`src/rft_timing_regs.svh`:
```
// Register map, reset values and timing constants of the RF timing block
`ifndef RFT_TIMING_REGS_SVH
`define RFT_TIMING_REGS_SVH

// Register indices; byte address is four times the index
`define RFT_IDX_PROTO 8'h01
`define RFT_IDX_DLY_HI 8'h04
`define RFT_IDX_DLY_LO 8'h05
`define RFT_IDX_PUL_OVR 8'h06
`define RFT_IDX_NR_WIN 8'h07
`define RFT_IDX_IRQ_STAT 8'h0c
`define RFT_IDX_IRQ_MASK 8'h0d
`define RFT_IDX_CMD 8'h0e
`define RFT_IDX_STATE 8'h0f

// Reset and preset values
`define RFT_RST_PROTO 3'h0
`define RFT_RST_DLY_HI 8'hc2
`define RFT_RST_DLY_LO 8'h00
`define RFT_RST_PUL_OVR 8'h00
`define RFT_RST_NR_WIN 8'h0e
`define RFT_CMD_CLR_BUF 8'h0f

// Field positions
`define RFT_TRIG_HI 7
`define RFT_TRIG_LO 6
`define RFT_LEN_HI_MSB 5
`define RFT_STAT_NR 0
`define RFT_STAT_GO 1
`define RFT_NSTAT 2

// Clock and step times
`define RFT_CLK_NS 8
`define RFT_DLY_STEP_NS 590
`define RFT_NR_STEP_NS 37760
// Pulse times in tenths of a nanosecond
`define RFT_CLK_DNS 80
`define RFT_PUL_STEP_DNS 737
`define RFT_PUL_VIC_DNS 94400
`define RFT_PUL_A106_DNS 23600
`define RFT_PUL_A212_DNS 14000
`define RFT_PUL_A424_DNS 7370
`define RFT_PUL_A848_DNS 4420

// No-response presets in microseconds, stored in 37.76 us steps
`define RFT_NR_VIC_HI_US 755
`define RFT_NR_VIC_LO_US 1812
`define RFT_NR_OTHER_US 529
`define RFT_NR_STEP_CUS 3776
`define RFT_NR_CODE(u) (((u) * 100 + `RFT_NR_STEP_CUS / 2) / `RFT_NR_STEP_CUS)

`endif

```
`src/rft_pkg.sv`:
```
// Types of the RF timing block
package rft_pkg;

    typedef enum logic [2:0] {
        RFT_PROTO_VIC_LO = 3'b000,
        RFT_PROTO_VIC_HI = 3'b001,
        RFT_PROTO_A106 = 3'b010,
        RFT_PROTO_A212 = 3'b011,
        RFT_PROTO_A424 = 3'b100,
        RFT_PROTO_A848 = 3'b101,
        RFT_PROTO_OTH0 = 3'b110,
        RFT_PROTO_OTH1 = 3'b111
    } rft_proto_e;

    typedef enum logic [0:0] {
        RFT_NR_IDLE = 1'b0,
        RFT_NR_RUN = 1'b1
    } rft_nr_state_e;

endpackage : rft_pkg

```
`src/rft_timing.sv`:
```
// RF reader transmit/receive timing timers with AHB-Lite registers
// Operation
// - Delay count is 14 bits, low byte from register, 590 ns per count.
// - Expiry of the delay count starts the pending transmission.
// - Whole delay count zero disables the timer, no delay.
// - Delay low byte loads zero at reset, enable low, protocol write.
// - Override zero gives protocol-defined modulation pulse length.
// - Override N gives pulses of N times 73.7 ns.
// - Pulse presets: 9.44 us vicinity, 2.36/1.4/0.737/0.442 us type A.
// - Override loads zero at reset, enable low, protocol write.
// - Silence past the window raises interrupt and sets no-response flag.
// - Silence timer starts at end of transmit EOF, ends at response.
// - Window is register value times 37.76 us, valid 1 to 255.
// - Protocol presets window: 755 us, 1812 us vicinity, else 529 us.
// - Clear-buffer command after transmit complete suppresses no-response.
// - No-response interrupt only with the vicinity protocol selected.
// - Window register loads 0x0E at reset and enable low, protocol preset on protocol write.
// - Two-bit trigger select picks the event starting the delay count.
`timescale 1ns/100ps
`default_nettype none
`include "rft_timing_regs.svh"

module rft_timing #(
    parameter int NR_STEP_CYC = `RFT_NR_STEP_NS / `RFT_CLK_NS
) (
    input wire logic hclk,
    input wire logic hresetn,
    input wire logic hsel,
    input wire logic [31:0] haddr,
    input wire logic [1:0] htrans,
    input wire logic hwrite,
    input wire logic [2:0] hsize,
    input wire logic hready,
    input wire logic [31:0] hwdata,
    output logic [31:0] hrdata,
    output logic hreadyout,
    output logic hresp,
    input wire logic enable,
    input wire logic tx_sof_begin,
    input wire logic tx_sof_end,
    input wire logic rx_sof_begin,
    input wire logic rx_sof_end,
    input wire logic tx_eof_end,
    input wire logic tx_complete,
    input wire logic rx_resp_begin,
    input wire logic mod_request,
    output logic tx_go,
    output logic mod_pulse,
    output logic irq
);
    import rft_pkg::*;

    localparam logic [9:0] DLY_STEP = 10'(`RFT_DLY_STEP_NS);
    localparam logic [9:0] CLK_NS = 10'(`RFT_CLK_NS);
    localparam logic [17:0] CLK_DNS = 18'(`RFT_CLK_DNS);
    localparam logic [12:0] NR_LAST = 13'(NR_STEP_CYC - 1);

    // Enable pin synchroniser, accepted when stages two and three agree
    logic en_s1_q, en_s2_q, en_s3_q, en_q;
    always_ff @(posedge hclk or negedge hresetn)
    begin
        if (!hresetn)
        begin
            en_s1_q <= 1'b0;
            en_s2_q <= 1'b0;
            en_s3_q <= 1'b0;
            en_q <= 1'b0;
        end
        else
        begin
            en_s1_q <= enable;
            en_s2_q <= en_s1_q;
            en_s3_q <= en_s2_q;
            if (en_s2_q == en_s3_q)
                en_q <= en_s3_q;
        end
    end

    // AHB-Lite address phase capture
    logic wr_pend_q;
    logic [7:0] wr_idx_q;
    logic addr_ok;
    logic rd_take;
    logic [7:0] a_idx;
    assign addr_ok = hsel && hready && htrans[1];
    assign rd_take = addr_ok && !hwrite;
    assign a_idx = haddr[9:2];

    always_ff @(posedge hclk or negedge hresetn)
    begin
        if (!hresetn)
        begin
            wr_pend_q <= 1'b0;
            wr_idx_q <= 8'h00;
        end
        else
        begin
            wr_pend_q <= addr_ok && hwrite && (haddr[31:10] == 22'h00_0000);
            wr_idx_q <= a_idx;
        end
    end

    logic wr_proto, wr_hi, wr_lo, wr_ovr, wr_win, wr_mask, wr_cmd;
    assign wr_proto = wr_pend_q && wr_idx_q == `RFT_IDX_PROTO;
    assign wr_hi = wr_pend_q && wr_idx_q == `RFT_IDX_DLY_HI;
    assign wr_lo = wr_pend_q && wr_idx_q == `RFT_IDX_DLY_LO;
    assign wr_ovr = wr_pend_q && wr_idx_q == `RFT_IDX_PUL_OVR;
    assign wr_win = wr_pend_q && wr_idx_q == `RFT_IDX_NR_WIN;
    assign wr_mask = wr_pend_q && wr_idx_q == `RFT_IDX_IRQ_MASK;
    assign wr_cmd = wr_pend_q && wr_idx_q == `RFT_IDX_CMD;

    // Timing registers
    rft_proto_e proto_q;
    logic [7:0] dly_hi_q, dly_lo_q, pul_ovr_q, nr_win_q;
    logic is_vic;
    logic [7:0] nr_preset;
    assign is_vic = proto_q == RFT_PROTO_VIC_LO || proto_q == RFT_PROTO_VIC_HI;

    always_comb
    begin
        case (rft_proto_e'(hwdata[2:0]))
            RFT_PROTO_VIC_HI: nr_preset = 8'(`RFT_NR_CODE(`RFT_NR_VIC_HI_US));
            RFT_PROTO_VIC_LO: nr_preset = 8'(`RFT_NR_CODE(`RFT_NR_VIC_LO_US));
            default: nr_preset = 8'(`RFT_NR_CODE(`RFT_NR_OTHER_US));
        endcase
    end

    always_ff @(posedge hclk or negedge hresetn)
    begin
        if (!hresetn)
        begin
            proto_q <= rft_proto_e'(`RFT_RST_PROTO);
            dly_hi_q <= `RFT_RST_DLY_HI;
            dly_lo_q <= `RFT_RST_DLY_LO;
            pul_ovr_q <= `RFT_RST_PUL_OVR;
            nr_win_q <= `RFT_RST_NR_WIN;
        end
        else if (!en_q)
        begin
            dly_hi_q <= `RFT_RST_DLY_HI;
            dly_lo_q <= `RFT_RST_DLY_LO;
            pul_ovr_q <= `RFT_RST_PUL_OVR;
            nr_win_q <= `RFT_RST_NR_WIN;
        end
        else if (wr_proto)
        begin
            proto_q <= rft_proto_e'(hwdata[2:0]);
            dly_hi_q <= `RFT_RST_DLY_HI;
            dly_lo_q <= `RFT_RST_DLY_LO;
            pul_ovr_q <= `RFT_RST_PUL_OVR;
            nr_win_q <= nr_preset;
        end
        else
        begin
            if (wr_hi)
                dly_hi_q <= hwdata[7:0];
            if (wr_lo)
                dly_lo_q <= hwdata[7:0];
            if (wr_ovr)
                pul_ovr_q <= hwdata[7:0];
            if (wr_win)
                nr_win_q <= hwdata[7:0];
        end
    end

    // Delay timer
    logic [13:0] dly_len;
    logic dly_trig;
    logic dly_run_q, tx_go_q, dly_tick;
    logic [13:0] dly_cnt_q;
    logic [9:0] dly_acc_q;
    // 14-bit length, low byte from its register
    assign dly_len = {dly_hi_q[`RFT_LEN_HI_MSB:0], dly_lo_q};

    always_comb
    begin
        // start event chosen by trigger select
        case (dly_hi_q[`RFT_TRIG_HI:`RFT_TRIG_LO])
            2'b00: dly_trig = tx_sof_begin;
            2'b01: dly_trig = tx_sof_end;
            2'b10: dly_trig = rx_sof_begin;
            2'b11: dly_trig = rx_sof_end;
            default: dly_trig = 1'b0;
        endcase
    end

    // 590 ns tick from an 8 ns accumulator
    assign dly_tick = dly_run_q && (dly_acc_q >= DLY_STEP - CLK_NS);

    always_ff @(posedge hclk or negedge hresetn)
    begin
        if (!hresetn)
        begin
            dly_run_q <= 1'b0;
            dly_cnt_q <= 14'h0000;
            dly_acc_q <= 10'h000;
            tx_go_q <= 1'b0;
        end
        else
        begin
            tx_go_q <= 1'b0;
            if (!en_q || wr_proto)
                dly_run_q <= 1'b0;
            // zero length never arms the timer
            else if (dly_trig && dly_len != 14'h0000)
            begin
                dly_run_q <= 1'b1;
                dly_cnt_q <= dly_len;
                dly_acc_q <= 10'h000;
            end
            else if (dly_run_q)
            begin
                if (dly_tick)
                begin
                    dly_acc_q <= dly_acc_q + CLK_NS - DLY_STEP;
                    dly_cnt_q <= dly_cnt_q - 14'h0001;
                    if (dly_cnt_q == 14'h0001)
                    begin
                        dly_run_q <= 1'b0;
                        tx_go_q <= 1'b1;
                    end
                end
                else
                    dly_acc_q <= dly_acc_q + CLK_NS;
            end
        end
    end

    // Modulation pulse length, measured in tenths of a nanosecond
    logic [17:0] pul_tgt, pul_tgt_q, pul_acc_q;
    logic pul_q;
    always_comb
    begin
        if (pul_ovr_q != 8'h00)
            pul_tgt = 18'(pul_ovr_q * `RFT_PUL_STEP_DNS);
        else
        begin
            case (proto_q)
                RFT_PROTO_A106: pul_tgt = 18'(`RFT_PUL_A106_DNS);
                RFT_PROTO_A212: pul_tgt = 18'(`RFT_PUL_A212_DNS);
                RFT_PROTO_A424: pul_tgt = 18'(`RFT_PUL_A424_DNS);
                RFT_PROTO_A848: pul_tgt = 18'(`RFT_PUL_A848_DNS);
                default: pul_tgt = 18'(`RFT_PUL_VIC_DNS);
            endcase
        end
    end

    always_ff @(posedge hclk or negedge hresetn)
    begin
        if (!hresetn)
        begin
            pul_q <= 1'b0;
            pul_acc_q <= 18'h0_0000;
            pul_tgt_q <= 18'h0_0000;
        end
        else if (!en_q)
            pul_q <= 1'b0;
        else if (!pul_q && mod_request)
        begin
            pul_q <= 1'b1;
            pul_acc_q <= CLK_DNS;
            pul_tgt_q <= pul_tgt;
        end
        else if (pul_q)
        begin
            if (pul_acc_q >= pul_tgt_q)
                pul_q <= 1'b0;
            else
                pul_acc_q <= pul_acc_q + CLK_DNS;
        end
    end

    // No-response timer
    rft_nr_state_e nr_state_q;
    logic [7:0] nr_left_q;
    logic [12:0] nr_step_q;
    logic nr_ev_q, tx_done_q, supp_q, supp_hit;
    assign supp_hit = wr_cmd && hwdata[7:0] == `RFT_CMD_CLR_BUF && tx_done_q;

    always_ff @(posedge hclk or negedge hresetn)
    begin
        if (!hresetn)
        begin
            tx_done_q <= 1'b0;
            supp_q <= 1'b0;
        end
        else if (tx_sof_begin || !en_q)
        begin
            tx_done_q <= 1'b0;
            supp_q <= 1'b0;
        end
        else
        begin
            if (tx_complete)
                tx_done_q <= 1'b1;
            if (supp_hit)
                supp_q <= 1'b1;
        end
    end

    always_ff @(posedge hclk or negedge hresetn)
    begin
        if (!hresetn)
        begin
            nr_state_q <= RFT_NR_IDLE;
            nr_left_q <= 8'h00;
            nr_step_q <= 13'h0000;
            nr_ev_q <= 1'b0;
        end
        else
        begin
            nr_ev_q <= 1'b0;
            case (nr_state_q)
                RFT_NR_IDLE:
                begin
                    // start at end of transmit EOF
                    if (en_q && tx_eof_end && is_vic && !supp_q
                        && nr_win_q != 8'h00)
                    begin
                        nr_state_q <= RFT_NR_RUN;
                        nr_left_q <= nr_win_q;
                        nr_step_q <= 13'h0000;
                    end
                end
                RFT_NR_RUN:
                begin
                    if (!en_q || rx_resp_begin || supp_hit || supp_q
                        || wr_proto)
                        nr_state_q <= RFT_NR_IDLE;
                    // window counted in 37.76 us steps
                    else if (nr_step_q == NR_LAST)
                    begin
                        nr_step_q <= 13'h0000;
                        nr_left_q <= nr_left_q - 8'h01;
                        if (nr_left_q == 8'h01)
                        begin
                            nr_state_q <= RFT_NR_IDLE;
                            nr_ev_q <= 1'b1;
                        end
                    end
                    else
                        nr_step_q <= nr_step_q + 13'h0001;
                end
                default: nr_state_q <= RFT_NR_IDLE;
            endcase
        end
    end

    // Interrupt status, cleared by reading; a new event wins over the read
    logic [`RFT_NSTAT-1:0] stat_q, mask_q, stat_set;
    logic irq_q;
    assign stat_set = {tx_go_q, nr_ev_q};
    always_ff @(posedge hclk or negedge hresetn)
    begin
        if (!hresetn)
        begin
            stat_q <= '0;
            mask_q <= '0;
            irq_q <= 1'b0;
        end
        else
        begin
            if (rd_take && a_idx == `RFT_IDX_IRQ_STAT)
                stat_q <= stat_set;
            else
                stat_q <= stat_q | stat_set;
            if (wr_mask)
                mask_q <= hwdata[`RFT_NSTAT-1:0];
            irq_q <= |(stat_q & mask_q);
        end
    end

    // Read data, registered in the address phase
    logic [31:0] rdata_q;
    always_ff @(posedge hclk or negedge hresetn)
    begin
        if (!hresetn)
            rdata_q <= 32'h0000_0000;
        else if (rd_take)
        begin
            rdata_q <= 32'h0000_0000;
            if (haddr[31:10] == 22'h00_0000)
            begin
                case (a_idx)
                    `RFT_IDX_PROTO: rdata_q[2:0] <= proto_q;
                    `RFT_IDX_DLY_HI: rdata_q[7:0] <= dly_hi_q;
                    `RFT_IDX_DLY_LO: rdata_q[7:0] <= dly_lo_q;
                    `RFT_IDX_PUL_OVR: rdata_q[7:0] <= pul_ovr_q;
                    `RFT_IDX_NR_WIN: rdata_q[7:0] <= nr_win_q;
                    `RFT_IDX_IRQ_STAT: rdata_q[`RFT_NSTAT-1:0] <= stat_q;
                    `RFT_IDX_IRQ_MASK: rdata_q[`RFT_NSTAT-1:0] <= mask_q;
                    `RFT_IDX_STATE: rdata_q[4:0] <= {en_q, supp_q, pul_q,
                        nr_state_q == RFT_NR_RUN, dly_run_q};
                    default: rdata_q <= 32'h0000_0000;
                endcase
            end
        end
    end

    logic ready_q, resp_q;
    always_ff @(posedge hclk or negedge hresetn)
    begin
        if (!hresetn)
        begin
            ready_q <= 1'b0;
            resp_q <= 1'b0;
        end
        else
        begin
            ready_q <= 1'b1;
            resp_q <= 1'b0;
        end
    end

    assign hrdata = rdata_q;
    assign hreadyout = ready_q;
    assign hresp = resp_q;
    assign tx_go = tx_go_q;
    assign mod_pulse = pul_q;
    assign irq = irq_q;

    // Helper: cycles the pulse has been high
    logic [11:0] pul_cyc_q;
    always_ff @(posedge hclk or negedge hresetn)
    begin
        if (!hresetn)
            pul_cyc_q <= 12'h000;
        else if (pul_q)
            pul_cyc_q <= pul_cyc_q + 12'h001;
        else
            pul_cyc_q <= 12'h000;
    end
endmodule : rft_timing

`default_nettype wire

```
`config.mk`:
```
export PLATFORM = sky130hd
export DESIGN_NAME = rft_timing
export DESIGN_NICKNAME = d
export VERILOG_FILES = /design/src/rft_pkg.sv /design/src/rft_timing.sv
export VERILOG_INCLUDE_DIRS = /design/src
export SDC_FILE = /design/constraint.sdc
export NUM_CORES = 1
export LEC_CHECK = 0
export BUFFER_PORTS_ARGS = -buffer_cell sky130_fd_sc_hd__buf_2
export CAP_MARGIN = 20
export CORE_UTILIZATION = 30
export CTS_CLUSTER_SIZE = 20
export DETAILED_ROUTE_END_ITERATION = 7
export GPL_TIMING_DRIVEN = 1
export SETUP_SLACK_MARGIN = 0.15
export SLEW_MARGIN = 20
export SYNTH_ARGS = -nofsm -noshare
export SYNTH_HDL_FRONTEND = slang
export SYNTH_SLANG_ARGS = --single-unit
```
`constraint.sdc`:
```
create_clock -name hclk -period 4.5 [get_ports hclk]
set_input_delay 0.9 -clock hclk [delete_from_list [all_inputs] [get_ports hclk]]
set_output_delay 0.9 -clock hclk [all_outputs]
set_load 0.05 [all_outputs]
```
==> out/results.tsv <==
metric	value	unit
synth_warnings	0	
synth-seq-cells	145	
htree_levels	4	
io_pins	120	
r2r_end	pul_tgt_q[17]	
ff2ff_path_depth	13	
power_per_cell_area	344.4	nW/um^2
timing.rr.start	pul_ovr_q[3]	
clk_path_buf_depth	2	
antenna_found_initial	0	
wl_per_cell	16.18	microns
row_count	63	
synth_ff_type	dfrtp_1	
core-area	29870	sq um
overflow	0	
syn_area_per_cell	9.366	sq um
finalWeightedCongestion	0.8330	
synth_area_leaders	dfrtp_1, ha_1, nor2_1, mux2i_1, o21ai_0	
cts_setup_buffers	0	
leakage	4.643	nW
syn_inst	982	
via_per_inst	5.128	
synth_top_cell_by_area	dfrtp_1	
synth_top_area_share	37.82	%
yosysUniqueCellTypes	74	
skew	0.01382	ns
cts_buffers	17	
grt_pass1_wl	38.21	mm
synth_edf_count	0	
ir_drop	0.2660	mV
drv_slew	0	
worst_hold_path_type	register to register	
vias	7359	
drtPass1Iterations	5	
die_area	31360	sq um
synth_xor_xnor_area_share	2.762	%
route.detailed.drc	0	
drt_iter0_drc	521	
startpoint	pul_ovr_q[3]	
async_flop_share	100.0	%
min_period_over_period	86.95	%
maxSlewHeadroom	33.51	%
port_buffers	64	
ys_seq_area_share	39.53	%
grt_max_degree	99	
dp_slack	0.6003	ns
cp.required	4.80	ns
cts-resized-gates	0	
setup_viol	0	
dp_hpwl	16.77	mm
rsz0062_at_grt	false	
crit_end	pul_tgt_q[17]	
synth_fa_ha_area_share	11.64	%
dpl.cell_count	1403	
cts_tree	yes	
tightest_slew	0.9930	ns
holdBufCountCts	0	
cts_root_buf	clkbuf_16	
grt_pass1_vias	6891	
routed_wl	23.21	mm
hold_ws	0.3530	ns
die_width	177.1	microns
syn_area	9198	sq um
endpoint_kind	register	
final_common_cell	dfrtp_1	
drive_above_1_share	13.97	%
hold_viol	0	
maxCapViolations	0	
nets	1192	
cp_max_fo	7	
arrival	4.21	ns
p_total	3.593	mW
synthSimpleGateAreaFrac	17.85	%
final_cells	1435	
die_h	177.1	microns
initial_core_util	30.79	%
ff2ff_setup_slack	0.59	ns
cts.clk_slew.worst_paths	0.07	ns
fin_crit	3.913	ns
layout_common_cells	dfrtp_1, nor2_1, nand2_1	
area_growth	13.43	%
synthMuxAreaShare	5.836	%
path_class	register to register	
max_freq	0.2556	GHz
layout_setup_ws	0.5871	ns
grt_usage	15.53	%
finalSetupTns	0	ns
num_antenna_cells	0	
ant_nets	0	
run_status	finished clean	
insertion_delay	0.44	ns
synth_top_family_by_area	simple AND/OR/NAND/NOR gates	
cp-start-kind	register	
synth_compound_area_share	15.48	%
clock_sinks	145	
critical path, stage by stage, from the launching register on:
cell	delay [ns]
dfrtp_1	0.52
inv_1	0.14
ha_1	0.29
inv_1	0.05
fa_1	0.48
fa_1	0.54
inv_1	0.07
fa_1	0.48
a211oi_1	0.37
o211ai_1	0.18
a31o_2	0.25
a21oi_1	0.16
xnor2_1	0.16
o22ai_1	0.09
where the power goes:
group,leakage (nW),internal [mW],switching (mW)
Clock,0.285,0.788,0.648
Sequential,1.88,1.42,0.138
Combinational,2.48,0.219,0.378
synthesized netlist by cell type, drive strengths merged, types with 13 or more instances:
cell type / instances
a21oi: 56
buf: 35
clkbuf: 32
dfrtp: 139
fa: 13
ha: 64
inv: 70
mux2: 13
mux2i: 30
nand2: 77
nand3: 28
nand4: 13
nor2: 93
nor3: 26
nor4: 18
o21ai: 61
xnor2: 16
xor2: 13
area by class of cell:
type                       count  area, sq um
clock buffer                  17        425.4
clock inverter                15        167.7
fill                        3036        19440
inverter                      70        262.8
multi-input combinational    724         5051
sequential                   145         3636
tap                          390        488.0
timing repair buffer          74        401.6
per-layer routing:
| layer | routed length, microns | GRT usage, % | vias up | share of wire (%) |
|---|---|---|---|---|
| met5 | 0 | 0 | - | 0 |
| met4 | 228 | 3.556 | 0 | 0.98 |
| met3 | 1218 | 3.759 | 20 | 5.2 |
| met2 | 10260 | 22.61 | 163 | 44 |
| met1 | 11510 | 22.87 | 3608 | 50 |
| li1 | - | - | 3568 | - |
kinds of logic (layout without fill, tap and decap cells):
logic type	after synthesis	count (layout)
XOR/XNOR	29	29
multiplexers	47	47
other	2	26
buffers and inverters	137	176
flip-flops	145	145
AND/OR/NAND/NOR	323	323
AO/OA/AOI/OAI	221	221
adder cells (fa/ha/maj)	78	78
worst min path at each step:
| stage | start | endpoint | slack, ns | cells past startpoint |
|---|---|---|---|---|
| finish | en_s1_q | en_s2_q | 0.35 | 0 |
| global route | en_s1_q | en_s2_q | 0.38 | 0 |
| CTS | en_s1_q | en_s2_q | 0.36 | 0 |
| detailed placement | en_s1_q | en_s2_q | 0.34 | 0 |
| global placement | en_s1_q | en_s2_q | 0.34 | 0 |
| floorplan | en_s1_q | en_s2_q | 0.33 | 0 |
sequential cells by signal (all words and copies together), names as in the netlist, 8 cells and up:
signal / cells
pul_ovr_q: 8
nr_win_q: 8
nr_left_q: 8
dly_acc_q: 9
pul_tgt_q: 18
wr_idx_q: 8
pul_acc_q: 14
nr_step_q: 13
dly_lo_q: 8
hrdata: 8
dly_cnt_q: 14
dly_hi_q: 8
stage by stage:
| step | utilization [%] | cell area (sq um) |
|---|---|---|
| 4_1_cts | 34.89 | 10420 |
| 6_report | 34.92 | 10430 |
| 2_1_floorplan | - | 9288 |
| 3_5_place_dp | 32.91 | 9831 |
| 3_3_place_gp | 32.91 | 9831 |
| 5_1_grt | 34.92 | 10430 |
Power figures use the tool's default switching activity.
